`config.mk`:
```
export PLATFORM = sky130hd
export DESIGN_NAME = ssl_top
export DESIGN_NICKNAME = d
export VERILOG_FILES = /design/src/hdl/ssl_pkg.sv /design/src/hdl/ssl_fifo_if.sv /design/src/hdl/ssl_fifo.sv /design/src/hdl/ssl_top.sv
export SDC_FILE = /design/constraint.sdc
export NUM_CORES = 1
export LEC_CHECK = 0
export BUFFER_PORTS_ARGS = -buffer_cell sky130_fd_sc_hd__buf_2
export CORE_AREA = 2 2 118 120
export DETAILED_ROUTE_END_ITERATION = 10
export DIE_AREA = 0 0 120 122
export PLACE_DENSITY = 0.52
export SLEW_MARGIN = 40
export SYNTH_ARGS = -nofsm -noshare
export SYNTH_HDL_FRONTEND = slang
export SYNTH_SLANG_ARGS = --single-unit
```
`constraint.sdc`:
```
create_clock -name i_core_clk -period 1.97 [get_ports i_core_clk]
set_clock_uncertainty 0.15 [all_clocks]
set_input_delay 0.0985 -clock i_core_clk [delete_from_list [all_inputs] [get_ports i_core_clk]]
set_output_delay 0.0985 -clock i_core_clk [all_outputs]
set_load 0.05 [all_outputs]
```
`src/hdl/ssl_pkg.sv`:
```
// Constants for the serial shift latch block
// Function
// - Clear low zeroes all shift stages
// - Shift edge moves register, loads serial bit
// - No shift edge holds register contents
// - Latch edge copies all stages in parallel
// - Without latch edge, latch keeps contents
// - Enable low drives outputs, high floats them
// - Tied clocks: latch lags one pulse
package ssl_pkg;
	localparam int          SSL_WIDTH     = 8;
	localparam int          SSL_FIFO_DEP  = 8;
	localparam int          SSL_SYNC_LEN  = 3;
	localparam logic [7:0]  SSL_RST_VAL   = 8'h00;
	localparam logic [2:0]  SSL_SYNC_RST  = 3'h0;
	localparam logic [1:0]  SSL_RSTS_VAL  = 2'h0;
endpackage

```
`src/hdl/ssl_fifo_if.sv`:
```
// Valid/ready carrier between shift-latch core and its FIFO
`timescale 1ns/1ps
interface ssl_fifo_if #(
	parameter int WIDTH = 8
);
	logic             valid;
	logic             ready;
	logic [WIDTH-1:0] data;
	modport src (output valid, output data, input ready);
	modport snk (input valid, input data, output ready);
endinterface

```
`src/hdl/ssl_fifo.sv`:
```
// Parameterised FIFO with valid and ready on both sides
`timescale 1ns/1ps
module ssl_fifo #(
	parameter int WIDTH = 8,
	parameter int DEPTH = 8
) (
	// Clock and reset
	input  wire logic i_core_clk,
	input  wire logic i_rst_n,
	// Fill and drain sides
	ssl_fifo_if.snk   fill,
	ssl_fifo_if.src   drain
);
	localparam int AW = $clog2(DEPTH);

	// Pointer wrap needs a power-of-two depth, refused at elaboration
	if (DEPTH < 2 || (1 << AW) != DEPTH) begin : g_bad_depth
		$error("ssl_fifo: DEPTH must be a power of two, at least 2");
	end

	logic [WIDTH-1:0] mem_ff [DEPTH];
	logic [AW:0]      wr_ff;
	logic [AW:0]      rd_ff;
	logic [AW:0]      nxt_wr;
	logic [AW:0]      nxt_rd;
	logic             full;
	logic             empty;
	logic             push;
	logic             pop;

	// Extra pointer bit tells full from empty
	always_comb begin
		full        = (wr_ff[AW] != rd_ff[AW]) && (wr_ff[AW-1:0] == rd_ff[AW-1:0]);
		empty       = (wr_ff == rd_ff);
		fill.ready  = !full;
		drain.valid = !empty;
		drain.data  = mem_ff[rd_ff[AW-1:0]];
		push        = fill.valid && !full;
		pop         = drain.ready && !empty;
		nxt_wr      = push ? wr_ff + 1'b1 : wr_ff;
		nxt_rd      = pop ? rd_ff + 1'b1 : rd_ff;
	end

	// Pointer registers
	always_ff @(posedge i_core_clk or negedge i_rst_n) begin
		if (!i_rst_n) begin
			wr_ff <= '0;
			rd_ff <= '0;
		end else begin
			wr_ff <= nxt_wr;
			rd_ff <= nxt_rd;
		end
	end

	// Storage has no reset, so it maps to plain RAM
	always_ff @(posedge i_core_clk) begin
		if (push)
			mem_ff[wr_ff[AW-1:0]] <= fill.data;
	end
endmodule

```
`src/hdl/ssl_top.sv`:
```
// Serial-in shift register with storage latch, three-state outputs and cascade
`timescale 1ns/1ps
module ssl_top
	import ssl_pkg::*;
#(
	parameter int WIDTH = ssl_pkg::SSL_WIDTH,
	parameter int DEPTH = ssl_pkg::SSL_FIFO_DEP
) (
	// Clock and reset
	input  wire logic             i_core_clk,
	input  wire logic             i_resetn,
	// Controller pins
	input  wire logic             i_bit_stream_in,
	input  wire logic             i_shift_clock,
	input  wire logic             i_latch_clock,
	input  wire logic             i_shift_clear_n,
	input  wire logic             i_out_enable_n,
	// Parallel outputs and their per-pin enables
	output logic [WIDTH-1:0]      o_par_out,
	output logic [WIDTH-1:0]      o_par_oe,
	// Cascade output
	output logic                  o_cascade,
	// Latched word stream, flags lost words while full
	output logic                  o_word_valid,
	output logic [WIDTH-1:0]      o_word_data,
	input  wire logic             i_word_ready,
	output logic                  o_word_drop
);
	import ssl_pkg::*;

	// The core is laid out for one byte; other widths are refused at elaboration
	if (WIDTH != SSL_WIDTH) begin : g_bad_width
		$error("ssl_top: WIDTH must be 8");
	end

	// Reset release synchroniser: asserts at once, releases two edges later
	// so that every flop leaves reset in the same cycle
	logic [1:0] rst_sync_ff;
	logic [1:0] nxt_rst_sync;
	logic       rst_n;
	always_comb begin
		nxt_rst_sync = {rst_sync_ff[0], 1'b1};
	end
	always_ff @(posedge i_core_clk or negedge i_resetn) begin
		if (!i_resetn)
			rst_sync_ff <= SSL_RSTS_VAL;
		else
			rst_sync_ff <= nxt_rst_sync;
	end
	assign rst_n = rst_sync_ff[1];

	// Three-stage pin synchronisers; stage 0 feeds stage 1 only
	logic [SSL_SYNC_LEN-1:0] sy_ser_ff;
	logic [SSL_SYNC_LEN-1:0] sy_sck_ff;
	logic [SSL_SYNC_LEN-1:0] sy_lck_ff;
	logic [SSL_SYNC_LEN-1:0] sy_clr_ff;
	logic [SSL_SYNC_LEN-1:0] sy_oe_ff;
	logic [SSL_SYNC_LEN-1:0] nxt_sy_ser;
	logic [SSL_SYNC_LEN-1:0] nxt_sy_sck;
	logic [SSL_SYNC_LEN-1:0] nxt_sy_lck;
	logic [SSL_SYNC_LEN-1:0] nxt_sy_clr;
	logic [SSL_SYNC_LEN-1:0] nxt_sy_oe;
	always_comb begin
		nxt_sy_ser = {sy_ser_ff[1:0], i_bit_stream_in};
		nxt_sy_sck = {sy_sck_ff[1:0], i_shift_clock};
		nxt_sy_lck = {sy_lck_ff[1:0], i_latch_clock};
		nxt_sy_clr = {sy_clr_ff[1:0], i_shift_clear_n};
		nxt_sy_oe  = {sy_oe_ff[1:0], i_out_enable_n};
	end
	always_ff @(posedge i_core_clk or negedge rst_n) begin
		if (!rst_n) begin
			sy_ser_ff <= SSL_SYNC_RST;
			sy_sck_ff <= SSL_SYNC_RST;
			sy_lck_ff <= SSL_SYNC_RST;
			sy_clr_ff <= SSL_SYNC_RST;
			sy_oe_ff  <= '1;    // Outputs float until the enable is seen low
		end else begin
			sy_ser_ff <= nxt_sy_ser;
			sy_sck_ff <= nxt_sy_sck;
			sy_lck_ff <= nxt_sy_lck;
			sy_clr_ff <= nxt_sy_clr;
			sy_oe_ff  <= nxt_sy_oe;
		end
	end

	// Filtered levels: a change counts once stages 1 and 2 agree
	logic ser_q;
	logic sck_q;
	logic lck_q;
	logic clr_n_q;
	logic oe_n_q;
	logic ser_ff;
	logic sck_ff;
	logic lck_ff;
	logic clr_n_ff;
	logic oe_n_ff;
	function automatic logic filt(input logic [2:0] s, input logic prev);
		filt = (s[1] == s[2]) ? s[2] : prev;
	endfunction
	always_comb begin
		ser_q   = filt(sy_ser_ff, ser_ff);
		sck_q   = filt(sy_sck_ff, sck_ff);
		lck_q   = filt(sy_lck_ff, lck_ff);
		clr_n_q = filt(sy_clr_ff, clr_n_ff);
		oe_n_q  = filt(sy_oe_ff, oe_n_ff);
	end

	// Core state
	logic [WIDTH-1:0] shreg_ff;
	logic [WIDTH-1:0] nxt_shreg;
	logic [WIDTH-1:0] latch_ff;
	logic [WIDTH-1:0] nxt_latch;
	logic             shift_edge;
	logic             latch_edge;
	logic             fifo_full;
	logic [WIDTH-1:0] nxt_par_out;
	logic [WIDTH-1:0] nxt_par_oe;
	logic             nxt_cascade;
	logic             nxt_drop;
	ssl_fifo_if #(.WIDTH(WIDTH)) f_in ();
	ssl_fifo_if #(.WIDTH(WIDTH)) f_out ();

	// Rising edge of a filtered level against its value one cycle earlier
	function automatic logic rise(input logic now_lvl, input logic was_lvl);
		rise = now_lvl && !was_lvl;
	endfunction

	// A full buffer never holds the pins back: stalling here would swallow
	// shift edges, so only the copy toward the word stream is lost
	assign fifo_full = !f_in.ready;

	// Previous filtered levels; clear starts asserted and outputs floating
	always_ff @(posedge i_core_clk or negedge rst_n) begin
		if (!rst_n) begin
			ser_ff   <= 1'b0;
			sck_ff   <= 1'b0;
			lck_ff   <= 1'b0;
			clr_n_ff <= 1'b0;
			oe_n_ff  <= 1'b1;
		end else begin
			ser_ff   <= ser_q;
			sck_ff   <= sck_q;
			lck_ff   <= lck_q;
			clr_n_ff <= clr_n_q;
			oe_n_ff  <= oe_n_q;
		end
	end

	// Shift register and latch next values
	always_comb begin
		shift_edge = rise(sck_q, sck_ff);
		latch_edge = rise(lck_q, lck_ff);
		nxt_shreg  = shreg_ff;
		if (!clr_n_q)
			nxt_shreg = SSL_RST_VAL;
		else if (shift_edge)
			nxt_shreg = {shreg_ff[WIDTH-2:0], ser_q};
		// Latch takes pre-edge stages, so tied clocks lag one pulse
		nxt_latch = latch_edge ? shreg_ff : latch_ff;
	end

	// Shift register and latch; clear reaches the shift register only
	always_ff @(posedge i_core_clk or negedge rst_n) begin
		if (!rst_n) begin
			shreg_ff <= SSL_RST_VAL;
			latch_ff <= SSL_RST_VAL;
		end else begin
			shreg_ff <= nxt_shreg;
			latch_ff <= nxt_latch;
		end
	end

	// Output next values; a latch edge into a full buffer is flagged, not held off
	always_comb begin
		nxt_par_out = nxt_latch;
		nxt_par_oe  = oe_n_q ? '0 : '1;
		nxt_cascade = nxt_shreg[WIDTH-1];
		nxt_drop    = latch_edge && fifo_full;
		f_in.valid  = latch_edge;
		f_in.data   = shreg_ff;
	end

	// Pin outputs come straight from these flops
	always_ff @(posedge i_core_clk or negedge rst_n) begin
		if (!rst_n) begin
			o_par_out   <= SSL_RST_VAL;
			o_par_oe    <= '0;
			o_cascade   <= 1'b0;
			o_word_drop <= 1'b0;
		end else begin
			o_par_out   <= nxt_par_out;
			o_par_oe    <= nxt_par_oe;
			o_cascade   <= nxt_cascade;
			o_word_drop <= nxt_drop;
		end
	end

	// Latched words buffered toward the user side
	ssl_fifo #(
		.WIDTH (WIDTH),
		.DEPTH (DEPTH)
	) u_fifo (
		.i_core_clk (i_core_clk),
		.i_rst_n    (rst_n),
		.fill       (f_in.snk),
		.drain      (f_out.src)
	);

	// Output stage registers the FIFO head, skid-free one-word holder
	logic             nxt_wv;
	logic [WIDTH-1:0] nxt_wd;
	always_comb begin
		f_out.ready = !o_word_valid || i_word_ready;
		nxt_wv      = f_out.ready ? f_out.valid : o_word_valid;
		nxt_wd      = (f_out.ready && f_out.valid) ? f_out.data : o_word_data;
	end
	always_ff @(posedge i_core_clk or negedge rst_n) begin
		if (!rst_n) begin
			o_word_valid <= 1'b0;
			o_word_data  <= SSL_RST_VAL;
		end else begin
			o_word_valid <= nxt_wv;
			o_word_data  <= nxt_wd;
		end
	end
endmodule

```
-- Word level (Yosys, flattened, before mapping)
Memories as Yosys holds them, arrays and structs flattened. A register that Yosys moved wholly into a read port is not among the register bits.
Cells that the tools add are included.
- register bits after elaboration: 56
- bits in latches: 0
- memory bits (writable): 64
- bits in read-only memories: 0
- input port bits: 8
- output and inout bits: 27
- logic and storage cells: 54
- memories: 1
- $add $sub $neg: 2
- $mul: 0
- div/mod/pow operators: 0
- magnitude comparators: 0
- equal/unequal tests: 9
- shift-type cells: 0
- mux-type cells: 10
- bitwise gates (word level): 0
- reductions and logical operators: 13
- memories (name ; words ; bits a word ; rd ports ; clocked after Yosys merged registers in ; write ports ; line ; source):
    u_fifo.mem_ff ; 8 ; 8 ; 1 ; 1 ; 1 ; ssl_fifo.sv:21 ; logic [WIDTH-1:0] mem_ff [DEPTH];
- operators with widths (operator ; number):
    two-way mux 8 bit ; 3
    adder 4 x 1 -> 4 bit, second input constant ; 2
    two-way mux 1 bit ; 7
    logical AND 1 bit ; 6
    logical NOT 1 bit ; 6
    equality test 1 bit ; 5
    equality test 4 bit ; 1
    equality test 3 bit ; 1
    inequality test 2 x 1 -> 1 bit, second input constant ; 1
    logical OR 1 bit ; 1
    inequality test 1 bit ; 1

-- Depth between registers and ports, before layout
Gate-level depths: netlist of the first run.
- word-level depth: 6
- depth in mapped cells: 6
- depth with buffers taken out: 4

-- Hierarchy
Synthesis of the first run repeated with hierarchy kept, for this count alone.
- cell total of the unflattened synthesis: 261
- area total of the unflattened synthesis: 4748.3 um^2
- modules (own cells, without submodules) (module ; times used ; cells each ; area each (um^2) ; seq. area each (um^2)):
    ssl_fifo ; 1 ; 154 ; 3006.6 ; 2122.0
    ssl_top ; 1 ; 107 ; 1741.7 ; 1231.2

-- Worst setup path before layout of the first run
OpenSTA, ideal clock, no wires.
- path kind: flip-flop to flip-flop
- start: reg u_fifo.rd_ff[1]
- end: mem u_fifo.mem_ff[0][0], enable pin
- setup time: 383 ps
- arrival: 1757 ps
- data required time: 1437 ps
- slack: -320 ps
- cell stages (with the launch flop): 6
- path buffers: 1
- period minus slack after synthesis: 2290 ps
- cell sequence: dfrtp_1 > buf_4 > xnor2_2 > a41oi_2 > nand2b_1 > nor3_1
- longest elaborated chain between the ends: 6
- ends and longest elaborated chain (what ; line ; source):
    start, declared ; ssl_fifo.sv:23 ; logic [AW:0] rd_ff;
    start signal, assigned ; ssl_fifo.sv:51 ; rd_ff <= nxt_rd;
    equality test 3 bit ; ssl_fifo.sv:33 ; full = (wr_ff[AW] != rd_ff[AW]) && (wr_ff[AW-1:0] == rd_ff[AW-1:0]);
    logical AND 1 bit ; ssl_fifo.sv:33 ;
    logical NOT 1 bit ; -- ;
    logical AND 1 bit ; ssl_fifo.sv:38 ; push = fill.valid && !full;
    two-way mux 1 bit ; ssl_fifo.sv:57 ; if (push)
    two-way mux 1 bit (not written as such) ; ssl_fifo.sv:58 ; mem_ff[wr_ff[AW-1:0]] <= fill.data;
    end, declared ; ssl_fifo.sv:21 ;
Every way passes these cells.

-- Worst setup path after layout of the first run
- start: reg u_fifo.wr_ff[2]
- end: mem u_fifo.mem_ff[2][2], enable pin
- longest elaborated chain between the ends: 6
- ends and longest elaborated chain (what ; line ; source):
    start, declared ; ssl_fifo.sv:22 ; logic [AW:0] wr_ff;
    start signal, assigned ; ssl_fifo.sv:50 ; wr_ff <= nxt_wr;
    equality test 3 bit ; ssl_fifo.sv:33 ;
    logical AND 1 bit ; ssl_fifo.sv:33 ;
    logical NOT 1 bit ; -- ;
    logical AND 1 bit ; ssl_fifo.sv:38 ;
    two-way mux 1 bit ; ssl_fifo.sv:57 ;
    two-way mux 1 bit (not written as such) ; ssl_fifo.sv:58 ;
Parallel ways exist; a longest one is shown, timed or not.

==> metrics.md, run 1 <==
| Metric | Value |
|---|---|
| Result of the run | complete, no violations |
| Post-synthesis to final-layout area growth | 24.5% |
| Vias per Instance | 4.53 |
| Via count | approximately 2300 |
| Fmax | ~0.55 GHz |
| Fraction of synthesized cell area taken by the top area cell type | between 40% and 50% |
| Switching Power | roughly 2.6 mW |
| CTS buffer count | 17 |
| Crit share post-route | between 90% and 100% |
| H-tree depth reported by CTS | 4 |
| Root buffer cell | sky130_fd_sc_hd__clkbuf_16 |
| Sinks on the clock net | 121 |
| Height of the chip | between 100 and 150 um |
| Slew Limit Fails | 0 |
| Number of global-route vias before repair | roughly 2500 |
| Final setup slack of the worst path | 0.141 ns |
| Crit path DAT | approximately 1.8 ns |
| Unrepaired setup endpoints after global routing | false |
| Post-synthesis average cell area | approximately 18 sq um |
| Clock tree buffer depth | 2 |
| Crit path cell chain | xnor2_1 -> a41oi_2 -> nand2b_1 -> nor2_1 -> buf_4 |
| Number of gates resized after CTS | 0 |
| Fraction of power spent switching nets | roughly 31% |
| Combined global-route utilization of all metal layers | between 10% and 20% |
| Number of cells produced by synthesis | 255 |
| Total number of yosys warnings | 0 |
| Count of flip-flops with a built-in enable after synthesis | 64 |
| Horizontal die dimension | between 100 and 150 um |
| Global-route wire length before repair | roughly 14000 um |
| CP Capture Type | flop |
| Cell-internal power | between 5 and 6 mW |
| Post-CTS setup buffer count | 0 |
| Worst path slowest cell | sky130_fd_sc_hd__dfrtp_1 |
| TritonCTS clock tree | yes |
| Peak supply drop | 0.000950 V |
| Post-synthesis net count | about 270 |
| Pre-CTS worst setup slack | between 0.1 and 0.15 ns |
| Final core occ | roughly 42% |
| Weighted congestion reported at the end of routability-driven placement | ~0.74 |
| Worst slew margin relative to its limit | roughly 60% |
| Final setup fails | 0 |
| Grt ovf | 0 |
| Largest net degree at the start of global routing | 33 |
| Quantity of I/O buffers inserted on ports | 34 |
| Pwr/cell area | 1440 nW/um^2 |
| Final-stage net count | around 330 |
| CTS Hold Buffers Added | 8 |
| Share of layout cells above drive strength 1 | around 36% |
| Final-report hold violation count | 0 |
| Detailed Routing Iterations Pass 1 | 4 |
| Remaining DRCs | 0 |
| Total wire length after detailed routing | between 8000 and 9000 um |
| Proportion of power drawn by combinational gates | 25.2% |
| Portion of the post-synthesis area used by sequential elements | between 70 and 80% |
| Kind of launch point of the worst setup path | flop |
| Standard-cell row count | 43 |
| Top area cells in the synthesized netlist | sky130_fd_sc_hd__edfxtp_1 42%, sky130_fd_sc_hd__dfrtp_1 29%, sky130_fd_sc_hd__mux4_2 5.4%, sky130_fd_sc_hd__mux2i_1 3.5%, sky130_fd_sc_hd__mux4_1 2.9% |
| Worst-path clk slew | 0.06 ns |
| Clock group share of total power | 37.0% |
| Post-synthesis async set-or-reset flop share | between 40% and 50% |
| Area of the mapped netlist | roughly 4600 sq um |
| Static leakage power | between 2 and 2.5 nW |
| # diodes | 0 |
| Initial Utilization | between 30 and 40% |
| Core ar. | approximately 14000 sq um |
| Worst-path fanout max | 8 |
| Delay contributed by the slowest stage of the critical path | approximately 0.42 ns |
| Post-detailed-route wirelength per cell | between 15 and 20 um |
| Number of unique standard cell types used by synthesis | 34 |
| Number of antenna violations at the first check in global routing | 0 |
| Crit path buffers/inverters | 1 |
| Path type of the worst setup path | reg2reg |
| Starting DRC count in detailed routing | 87 |
| Max-cap violations | 0 |
| CP Data Required Time | a little under 2 ns |
| Residual antenna-violating net count after detailed routing | 0 |
| Class of the tightest hold or removal check | reg2async |
| Post-synth top flop | sky130_fd_sc_hd__edfxtp_1 |
| Later-pin clock latency in the skew report | 0.41 ns |
| I/O pin count | 35 |
| Count of filler cells inserted in the layout | about 1200 |
| Dominant cell type by area after synthesis | sky130_fd_sc_hd__edfxtp_1 |
| Number of register bits inferred by synthesis | about 120 |
| Least-Margin Pin Slew | 0.603 ns |
| Kind of cell adding the most delay to the critical path | flip-flops |
| Post-detailed-placement half-perimeter wirelength | 5500 um |
| Die footprint | between 10000 and 15000 sq um |
| Flop pwr share | 37.7% |
| Clock period minus worst slack | approximately 1.8 ns |
[layer usage]
layer | routed length, um | track usage (%) | up-vias
met1 | 3990 | 16.8 | 1177
met4 | 156 | 5.29 | 0
met5 | 0 | 0 | -
met3 | 290 | 4.49 | 14
met2 | 4190 | 21.3 | 48
li1 | - | - | 1068
[Yosys cell counts (3+ instances only)]
cell / number
sky130_fd_sc_hd__dfrtp_1: 53
sky130_fd_sc_hd__buf_2: 7
sky130_fd_sc_hd__mux4_1: 5
sky130_fd_sc_hd__inv_1: 4
sky130_fd_sc_hd__nand2b_1: 3
sky130_fd_sc_hd__o21ai_1: 8
sky130_fd_sc_hd__nand2_1: 11
sky130_fd_sc_hd__dfstp_2: 4
sky130_fd_sc_hd__nor2_1: 13
sky130_fd_sc_hd__xor2_1: 4
sky130_fd_sc_hd__mux2i_1: 16
sky130_fd_sc_hd__edfxtp_1: 64
sky130_fd_sc_hd__mux4_2: 11
sky130_fd_sc_hd__mux2_2: 9
sky130_fd_sc_hd__nor3_1: 3
sky130_fd_sc_hd__xnor2_1: 5
sky130_fd_sc_hd__maj3_1: 3
sky130_fd_sc_hd__buf_4: 8
[power by group through the flow]
stage	Clock, mW	Sequential [mW]	Combinational, mW
floorplan	0	3.45	1.36
global placement	0	3.16	2.10
detailed placement	0	3.17	2.11
finish	3.06	3.12	2.09
CTS	3.14	3.12	2.12
global route	3.26	3.15	2.27
[cell type report]
cell class | count | area [sq um] | area share, %
Inverter | 4 | 15.0 | 0.262
Clock inverter | 15 | 161 | 2.82
Multi-Input combinational cell | 112 | 1110 | 19.4
Clock buffer | 17 | 425 | 7.43
Sequential cell | 121 | 3350 | 58.5
Tap cell | 180 | 225 | 3.93
Timing Repair Buffer | 60 | 435 | 7.60
[state kept, by name, summed over array words and instances (netlist names), 2 cells and up]
register / count
u_fifo.mem_ff: 64
o_par_out: 8
o_word_data: 8
f_in.data: 7
u_fifo.rd_ff: 4
u_fifo.wr_ff: 4
sy_clr_ff: 3
sy_lck_ff: 3
sy_oe_ff: 3
sy_sck_ff: 3
sy_ser_ff: 3
rst_sync_ff: 2
[kinds of logic (layout without fill, tap and decap cells)]
logic type      Yosys count  after routing  share of synthesized area (%)
buf+inv                  22             96                           3.32
mux                      42             42                           14.2
simple gates             39             39                           3.91
fa+ha+maj                 5              5                           1.20
flops                   121            121                           72.8
xor+xnor                 11             11                           2.42
other cells               1              1                         0.0815
compound gates           14             14                           1.98
[stage by stage]
| stage | cell area (sq um) | power, mW | TNS, ns | cells | hold slack (ns) |
|---|---|---|---|---|---|
| finish | 5730 | 8.26 | 0 | 509 | 0.0931 |
| global route | 5730 | 8.67 | 0 | 509 | 0.135 |
| CTS | 5730 | 8.39 | 0 | 509 | 0.109 |
| detailed placement | 5060 | 5.28 | 0 | 469 | -0.265 |
| global placement | 5060 | 5.27 | 0 | 469 | -0.265 |
| floorplan | 4620 | 4.81 | -3.93 | 255 | -0.347 |
[worst reg2reg max path, delay by kind of cell (launching register included)]
family,cells,cell delay (ns)
DFF,1,0.42
and+or+nand+nor,2,0.31
xor gates and xnor gates,1,0.18
buffers and inverters,1,0.21
AOI/OAI and AO/OA,1,0.26
[layout by cell type, fill, tap and decap left out, types with 3 or more instances in the layout]
| master | count |
|---|---|
| sky130_fd_sc_hd__nor2_1 | 11 |
| sky130_fd_sc_hd__nand2_1 | 11 |
| sky130_fd_sc_hd__buf_2 | 34 |
| sky130_fd_sc_hd__dfrtp_1 | 52 |
| sky130_fd_sc_hd__mux4_1 | 5 |
| sky130_fd_sc_hd__buf_4 | 14 |
| sky130_fd_sc_hd__dlygate4sd3_1 | 8 |
| sky130_fd_sc_hd__xor2_1 | 4 |
| sky130_fd_sc_hd__nor2_2 | 4 |
| sky130_fd_sc_hd__inv_6 | 5 |
| sky130_fd_sc_hd__buf_12 | 4 |
| sky130_fd_sc_hd__o21ai_1 | 8 |
| sky130_fd_sc_hd__nand2b_1 | 3 |
| sky130_fd_sc_hd__dfstp_2 | 4 |
| sky130_fd_sc_hd__inv_4 | 3 |
| sky130_fd_sc_hd__maj3_1 | 3 |
| sky130_fd_sc_hd__inv_1 | 4 |
| sky130_fd_sc_hd__mux4_2 | 11 |
| sky130_fd_sc_hd__clkbuf_16 | 17 |
| sky130_fd_sc_hd__xnor2_1 | 5 |
| sky130_fd_sc_hd__mux2i_1 | 16 |
| sky130_fd_sc_hd__mux2_2 | 9 |
| sky130_fd_sc_hd__edfxtp_1 | 64 |
[path summary, 6_finish.rpt]
check | to | from | depth (start not counted) | slack (ns)
worst max-delay path | u_fifo.mem_ff[2][2]$_DFFE_PP_ | u_fifo.wr_ff[2]$_DFFE_PN0P_ | 5 | 0.14
worst min-delay path | o_par_out[2]$_DFFE_PN0P_ | rst_sync_ff[1]$_DFF_PN0_ | 1 | 0.09
worst max register to register | u_fifo.mem_ff[2][2]$_DFFE_PP_ | u_fifo.wr_ff[2]$_DFFE_PN0P_ | 5 | 0.14
worst min register to register | o_par_out[2]$_DFFE_PN0P_ | rst_sync_ff[1]$_DFF_PN0_ | 1 | 0.09
max in group asynchronous | rst_sync_ff[1]$_DFF_PN0_ | i_resetn | 3 | 1.16
min in group i_core_clk | sy_clr_ff[0]$_DFF_PN0_ | i_shift_clear_n | 2 | 0.18
Power figures use the tool's default switching activity.
==> run 2, diff against run 1 <==
--- a/config.mk
+++ b/config.mk
@@ -5,11 +5,12 @@
 export SDC_FILE = /design/constraint.sdc
 export NUM_CORES = 1
 export LEC_CHECK = 0
+export ABC_CLOCK_PERIOD_IN_PS = 1970
 export BUFFER_PORTS_ARGS = -buffer_cell sky130_fd_sc_hd__buf_2
+export CAP_MARGIN = 25
 export CORE_AREA = 2 2 118 120
 export DETAILED_ROUTE_END_ITERATION = 10
 export DIE_AREA = 0 0 120 122
-export PLACE_DENSITY = 0.52
 export SLEW_MARGIN = 40
 export SYNTH_ARGS = -nofsm -noshare
 export SYNTH_HDL_FRONTEND = slang
==> run 2 against run 1 <==
Net effect: register-to-register slack about the same; flip-flop and latch count unchanged; cell count unchanged; critical path type unchanged.
==> metrics.md, run 2 (same netlist as run 1, synthesis figures left out) <==
| Metric | Value |
|---|---|
| Non-Filler Cell Area, Final | 5700 sq um (-0.57%) |
| Horizontal die dimension | 120 um (unchanged) |
| Combined global-route utilization of all metal layers | 12.3% (-1.1 points) |
| Result of the run | complete, no violations |
| Launching instance or port of the critical path | u_fifo.rd_ff[0]$_DFFE_PN0P_ |
| Final setup slack of the worst path | 0.128 ns (-0.0133 ns) |
| Clock period minus worst slack | 1.84 ns (+0.0133 ns) |
| Proportion of power drawn by combinational gates | 26.2% (+1.0 points) |
| Reg-to-reg critical path startpoint | u_fifo.rd_ff[0]$_DFFE_PN0P_ |
| Remaining DRCs | 0 (unchanged) |
| Crit path DAT | 1.80 ns (about the same) |
| Total wire length after detailed routing | 7980 um (-7.5%) |
| H-tree depth reported by CTS | 4 (unchanged) |
| Peak supply drop | 0.000853 V (-10%) |
| Quantity of I/O buffers inserted on ports | 34 (unchanged) |
| Post-detailed-route wirelength per cell | 15.7 um (-7.5%) |
| Slew Limit Fails | 0 (unchanged) |
| Share of layout cells above drive strength 1 | 36.5% (+0.30 points) |
| TritonCTS clock tree | yes |
| Worst-path fanout max | 8 (unchanged) |
| Largest net degree at the start of global routing | 42 (+27%) |
| Final worst hold slack | 0.0290 ns (-0.0641 ns) |
| Residual antenna-violating net count after detailed routing | 0 (unchanged) |
| Path type of the worst setup path | reg2reg |
| Kind of launch point of the worst setup path | flop |
| Final-report hold violation count | 0 (unchanged) |
| Post-detailed-placement half-perimeter wirelength | 5290 um (-3.8%) |
| Unrepaired setup endpoints after global routing | false |
| Pre-CTS worst setup slack | 0.125 ns (-0.0202 ns) |
| Number of global-route vias before repair | 2406 (-2.7%) |
| Weighted congestion reported at the end of routability-driven placement | 0.759 (+3.2%) |
| Static leakage power | 2.33 nW (-0.92%) |
| Pwr/cell area | 1410 nW/um^2 (-1.9%) |
| Number of flip-flops in the largest register | 64 (unchanged) |
| # diodes | 0 (unchanged) |
| Vias per Instance | 4.54 (+0.13%) |
| Max-cap violations | 0 (unchanged) |
| Worst-path clk slew | 0.05 ns (about the same) |
| Area after detailed placement | 5060 sq um (unchanged) |
| Starting DRC count in detailed routing | 82 (-5.7%) |
| Detailed Routing Iterations Pass 1 | 4 (unchanged) |
| Least-Margin Pin Slew | 0.622 ns (+0.0189 ns) |
| I/O pin count | 35 (unchanged) |
| CTS buffer count | 17 (unchanged) |
| Cell-internal power | 5.56 mW (-2.0%) |
| Initial Utilization | 34.1% (unchanged) |
| Final-stage net count | 326 (unchanged) |
| Number of antenna violations at the first check in global routing | 0 (unchanged) |
| Final setup fails | 0 (unchanged) |
| Sum of negative setup slack | 0 ns (unchanged) |
| Flop pwr share | 38.8% (+1.1 points) |
| Root buffer cell | sky130_fd_sc_hd__clkbuf_16 |
| Post-synthesis to final-layout area growth | 23.8% |
| Fmax | 0.543 GHz (-0.72%) |
| Global-route wire length before repair | 13100 um (-5.8%) |
| Core ar. | 13500 sq um (unchanged) |
| Clock group share of total power | 35.0% (-2.0 points) |
| CP Capture Type | flop |
| Commonest non-fill, non-tap cell in the layout | sky130_fd_sc_hd__edfxtp_1 |
| Worst slew margin relative to its limit | 58.3% (-1.3 points) |
| Clock tree buffer depth | 2 (unchanged) |
| CP Data Required Time | 1.93 ns (about the same) |
| Placed cell count | 469 (unchanged) |
| Crit share post-route | 93.5% (+0.67 points) |
| Height of the chip | 122 um (unchanged) |
| Via count | 2310 (+0.13%) |
| Standard-cell row count | 43 (unchanged) |
| Sinks on the clock net | 121 (unchanged) |
| Grt ovf | 0 (unchanged) |
| Die footprint | 14600 sq um (unchanged) |
| Commonest non-fill, non-tap cells in the layout | 64 x sky130_fd_sc_hd__edfxtp_1, 51 x sky130_fd_sc_hd__dfrtp_1, 34 x sky130_fd_sc_hd__buf_2 |
| Final Non-Filler Cells | 509 (unchanged) |
| Fraction of power spent switching nets | 30.9% (-0.35 points) |
| Class of the tightest hold or removal check | reg2async |
| Switching Power | 2.49 mW (-3.6%) |
| Later-pin clock latency in the skew report | 0.40 ns (about the same) |
## run 2: changes by cell type in the layout (fill, tap and decap cells not counted)
cell / delta
sky130_fd_sc_hd__dfrtp_2: +1
sky130_fd_sc_hd__dfrtp_1: -1
sky130_fd_sc_hd__inv_6: -4
sky130_fd_sc_hd__clkinvlp_4: +2
sky130_fd_sc_hd__clkinv_1: +1
sky130_fd_sc_hd__buf_4: +1
sky130_fd_sc_hd__bufinv_16: -1
sky130_fd_sc_hd__inv_4: -3
sky130_fd_sc_hd__dlygate4sd3_1: -1
sky130_fd_sc_hd__inv_8: -1
sky130_fd_sc_hd__clkinv_4: +4
sky130_fd_sc_hd__clkinv_2: +2
## run 2: worst paths after layout
path | cells past startpoint | end | slack, ns
max | 5 | u_fifo.mem_ff[3][3]$_DFFE_PP_ | 0.13
min | 0 | sy_ser_ff[1]$_DFF_PN0_ | 0.03
max reg2reg | 5 | u_fifo.mem_ff[3][3]$_DFFE_PP_ | 0.13
min reg2reg | 0 | sy_ser_ff[1]$_DFF_PN0_ | 0.03
max in group asynchronous | 1 | sy_oe_ff[0]$_DFF_PN1_ | 1.04
min in group i_core_clk | 3 | o_word_valid$_DFFE_PN0N_ | 0.03
## run 2: worst max-delay path, stage by stage, from the launching register on
cell and delay (ns):
sky130_fd_sc_hd__dfrtp_2 0.45, sky130_fd_sc_hd__xnor2_2 0.18, sky130_fd_sc_hd__a41oi_2 0.28, sky130_fd_sc_hd__nand2b_1 0.16, sky130_fd_sc_hd__nor2_1 0.15, sky130_fd_sc_hd__buf_4 0.19
## run 2: what timing repair did
item | 4_1_cts | 5_1_grt
gates resized for setup | 0 | 1
hold buffers | 7 | 0
setup endpoints to repair | 0 | 10
buffers inserted | 0 | 1
endpoints found under the hold margin | 7 | 0
## run 2: per-stage QoR
stage	power, mW	utilization (%)
after floorplan	4.81	-
after CTS	8.14	42.1
after global routing	8.48	42.2
after detailed placement	5.30	37.5
final	8.06	42.2
after global placement	5.27	37.5
## run 2: power groups by stage
stage	Clock, mW	Sequential, mW	Combinational (mW)
2_1_floorplan	0	3.45	1.36
3_3_place_gp	0	3.17	2.11
3_5_place_dp	0	3.17	2.12
4_1_cts	2.87	3.13	2.14
5_1_grt	3.02	3.16	2.29
6_report	2.82	3.12	2.11
## run 2: routing by layer
metal / track usage [%] / routed length (um) / up-vias
li1: - / - / 1069
met1: 15.6 / 3640 / 1183
met2: 18.9 / 3810 / 47
met3: 5.01 / 434 / 11
met4: 4.63 / 95 / 0
met5: 0 / 0 / -
## run 2: area by class of cell
cell class,instances,area (sq um)
Clock inverter,15,130
Sequential cell,121,3360
Multi-Input combinational cell,112,1110
Inverter,4,15.0
Fill cell,1204,7810
Timing Repair Buffer,60,433
Tap cell,180,225
Clock buffer,17,425
==> run 3, diff against run 2 <==
==> constraint.sdc (replaced) <==
create_clock -name i_core_clk -period 1.97 [get_ports i_core_clk]
set_clock_uncertainty 0.15 [all_clocks]
set_input_delay 0.394 -clock i_core_clk [delete_from_list [all_inputs] [get_ports i_core_clk]]
set_output_delay 0.394 -clock i_core_clk [all_outputs]
set_load 0.05 [all_outputs]
==> run 3 against run 2 <==
Net effect: setup slack about the same; flip-flop and latch count unchanged; utilization decreased by 0.074 points.
==> metrics.md, run 3 (same netlist as run 1, synthesis figures left out) <==
| Metric | Value |
|---|---|
| Pre-CTS worst setup slack | 0.125 ns (unchanged) |
| Quantity of I/O buffers inserted on ports | 34 (unchanged) |
| Worst path slowest cell | sky130_fd_sc_hd__dfrtp_1 |
| # diodes | 0 (unchanged) |
| Remaining DRCs | 0 (unchanged) |
| Crit path cell chain | buf_2 |
| Grt ovf | 0 (unchanged) |
| Height of the chip | 122 um (unchanged) |
| Crit share post-route | 93.5% (about the same) |
| Clock group share of total power | 35.0% (about the same) |
| Met3 routing resource usage after global routing | 5.01% (unchanged) |
| Delay contributed by the slowest stage of the critical path | 0.56 ns (+0.11 ns) |
| Switching Power | 2.49 mW (about the same) |
| Proportion of power drawn by combinational gates | 26.2% (about the same) |
| Class of the tightest hold or removal check | reg2async |
| Crit path buffers/inverters | 1 (unchanged) |
| Root buffer cell | sky130_fd_sc_hd__clkbuf_16 |
| Placed cell count | 469 (unchanged) |
| Standard-cell row count | 43 (unchanged) |
| Kind of cell adding the most delay to the critical path | flip-flops |
| Global-route wire length before repair | 13100 um (-0.21%) |
| Pwr/cell area | 1420 nW/um^2 (+0.14%) |
| Global-route layer with the greatest usage | met2 |
| I/O pin count | 35 (unchanged) |
| Combined global-route utilization of all metal layers | 12.3% (-0.020 points) |
| Largest net degree at the start of global routing | 42 (unchanged) |
| Met1 Resource Use GR | 15.6% (-0.062 points) |
| Max-cap violations | 0 (unchanged) |
| Initial Utilization | 34.1% (unchanged) |
| Sinks on the clock net | 121 (unchanged) |
| Number of global-route vias before repair | 2402 (-0.17%) |
| Post-detailed-placement half-perimeter wirelength | 5290 um (unchanged) |
| Result of the run | complete, no violations |
| Clock tree buffer depth | 2 (unchanged) |
| Final setup fails | 0 (unchanged) |
| Count of filler cells inserted in the layout | 1205 (+0.083%) |
| Weighted congestion reported at the end of routability-driven placement | 0.759 (unchanged) |
| TritonCTS clock tree | yes |
| Vias per Instance | 4.50 (-0.93%) |
| Worst-path fanout max | 11 (+3) |
| Storage element area | 3360 sq um (unchanged) |
| Post-synthesis to final-layout area growth | 23.5% |
| Unrepaired setup endpoints after global routing | false |
| Commonest non-fill, non-tap cell in the layout | sky130_fd_sc_hd__edfxtp_1 |
| Fraction of power spent switching nets | 30.9% (about the same) |
| Die footprint | 14600 sq um (unchanged) |
| Least-Margin Pin Slew | 0.621 ns (-0.000198 ns) |
| Worst-path clk slew | 0.05 ns (about the same) |
| Clock period minus worst slack | 1.84 ns (+0.0000550 ns) |
| Total wire length after detailed routing | 7960 um (-0.21%) |
| Static leakage power | 2.33 nW (-0.18%) |
| Crit path DAT | 1.30 ns (-0.50 ns) |
| CTS buffer count | 17 (unchanged) |
| Residual antenna-violating net count after detailed routing | 0 (unchanged) |
| Number of antenna violations at the first check in global routing | 0 (unchanged) |
| Number of flip-flops in the largest register | 64 (unchanged) |
| Path type of the worst setup path | reg2out |
| CP Capture Type | primary output |
| Slew Limit Fails | 0 (unchanged) |
| Area occupied by multi-input gates | 1110 sq um (unchanged) |
| Detailed Routing Iterations Pass 1 | 4 (unchanged) |
| H-tree depth reported by CTS | 4 (unchanged) |
| CP Data Required Time | 1.43 ns (-0.50 ns) |
| Core ar. | 13500 sq um (unchanged) |
| Flop pwr share | 38.8% (about the same) |
| Kind of launch point of the worst setup path | flop |
| Final Non-Filler Cells | 508 (-0.20%) |
| Final-stage net count | 325 (-0.31%) |
| Post-detailed-route wirelength per cell | 15.7 um (about the same) |
| Via count | 2284 (-1.1%) |
| Final-report hold violation count | 0 (unchanged) |
| Fmax | 0.543 GHz (about the same) |
| Commonest non-fill, non-tap cells in the layout | 64 x sky130_fd_sc_hd__edfxtp_1, 51 x sky130_fd_sc_hd__dfrtp_1, 34 x sky130_fd_sc_hd__buf_2 |
| Starting DRC count in detailed routing | 81 (-1.2%) |
| Final setup slack of the worst path | 0.128 ns (-0.0000550 ns) |
| Share of layout cells above drive strength 1 | 36.6% (+0.11 points) |
| Horizontal die dimension | 120 um (unchanged) |
| Later-pin clock latency in the skew report | 0.40 ns (about the same) |
| Met2 capacity usage during global routing | 18.9% (unchanged) |
| Cell-internal power | 5.56 mW (about the same) |
| Worst slew margin relative to its limit | 58.3% (about the same) |
| Peak supply drop | 0.000853 V (about the same) |
run 3: changes by cell type in the layout (fill, tap and decap cells not counted), sizes merged:
cell and delta:
dlygate4sd3 -1
run 3: power groups by stage:
stage	logic (mW)	registers, mW	clock network [mW]
after floorplan	1.36	3.45	0
after global placement	2.11	3.17	0
after detailed placement	2.12	3.17	0
after CTS	2.14	3.13	2.87
after global routing	2.29	3.16	3.02
final	2.11	3.13	2.82
run 3: what timing repair did:
| action | in CTS | in global routing |
|---|---|---|
| setup buffers | 0 | 1 |
| setup endpoints to repair | 0 | 10 |
| gates resized for setup | 0 | 1 |
| hold endpoints to repair | 7 | 0 |
| hold buffers | 6 | 0 |
run 3: area by class of cell:
| class | count | area share (%) |
|---|---|---|
| timing repair buffer | 59 | 7.44 |
| multi-input combinational | 112 | 19.6 |
| clock buffer | 17 | 7.48 |
| tap | 180 | 3.96 |
| sequential | 121 | 59.0 |
| clock inverter | 15 | 2.29 |
| inverter | 4 | 0.264 |
run 3: through the flow:
step | power [mW] | cell area (sq um) | hold slack (ns) | util [%] | setup TNS, ns
detailed placement | 5.30 | 5060 | 0.0344 | 37.5 | 0
global placement | 5.27 | 5060 | 0.0292 | 37.5 | 0
floorplan | 4.81 | 4620 | -0.0516 | - | -3.93
global route | 8.47 | 5690 | 0.0742 | 42.1 | 0
CTS | 8.14 | 5680 | 0.0505 | 42.0 | 0
finish | 8.05 | 5690 | 0.0315 | 42.1 | 0
run 3: worst paths after layout:
kind | from | end | slack [ns] | cells past startpoint
min reg2reg | rst_sync_ff[1]$_DFF_PN0_ | sy_ser_ff[1]$_DFF_PN0_ | 0.03 | 0
max in group asynchronous | rst_sync_ff[1]$_DFF_PN0_ | sy_oe_ff[0]$_DFF_PN1_ | 1.04 | 1
max | o_cascade$_DFFE_PN0P_ | o_cascade | 0.13 | 1
max reg2reg | u_fifo.rd_ff[0]$_DFFE_PN0P_ | u_fifo.mem_ff[3][3]$_DFFE_PP_ | 0.13 | 5
min in group i_core_clk | sy_ser_ff[0]$_DFF_PN0_ | sy_ser_ff[1]$_DFF_PN0_ | 0.20 | 0
min | rst_sync_ff[1]$_DFF_PN0_ | sy_ser_ff[1]$_DFF_PN0_ | 0.03 | 0
run 3: metal layers:
layer	vias up	part of all wire (%)
li1	1067	-
met1	1156	45
met2	50	48
met3	11	5.7
met4	0	1.2
met5	-	0
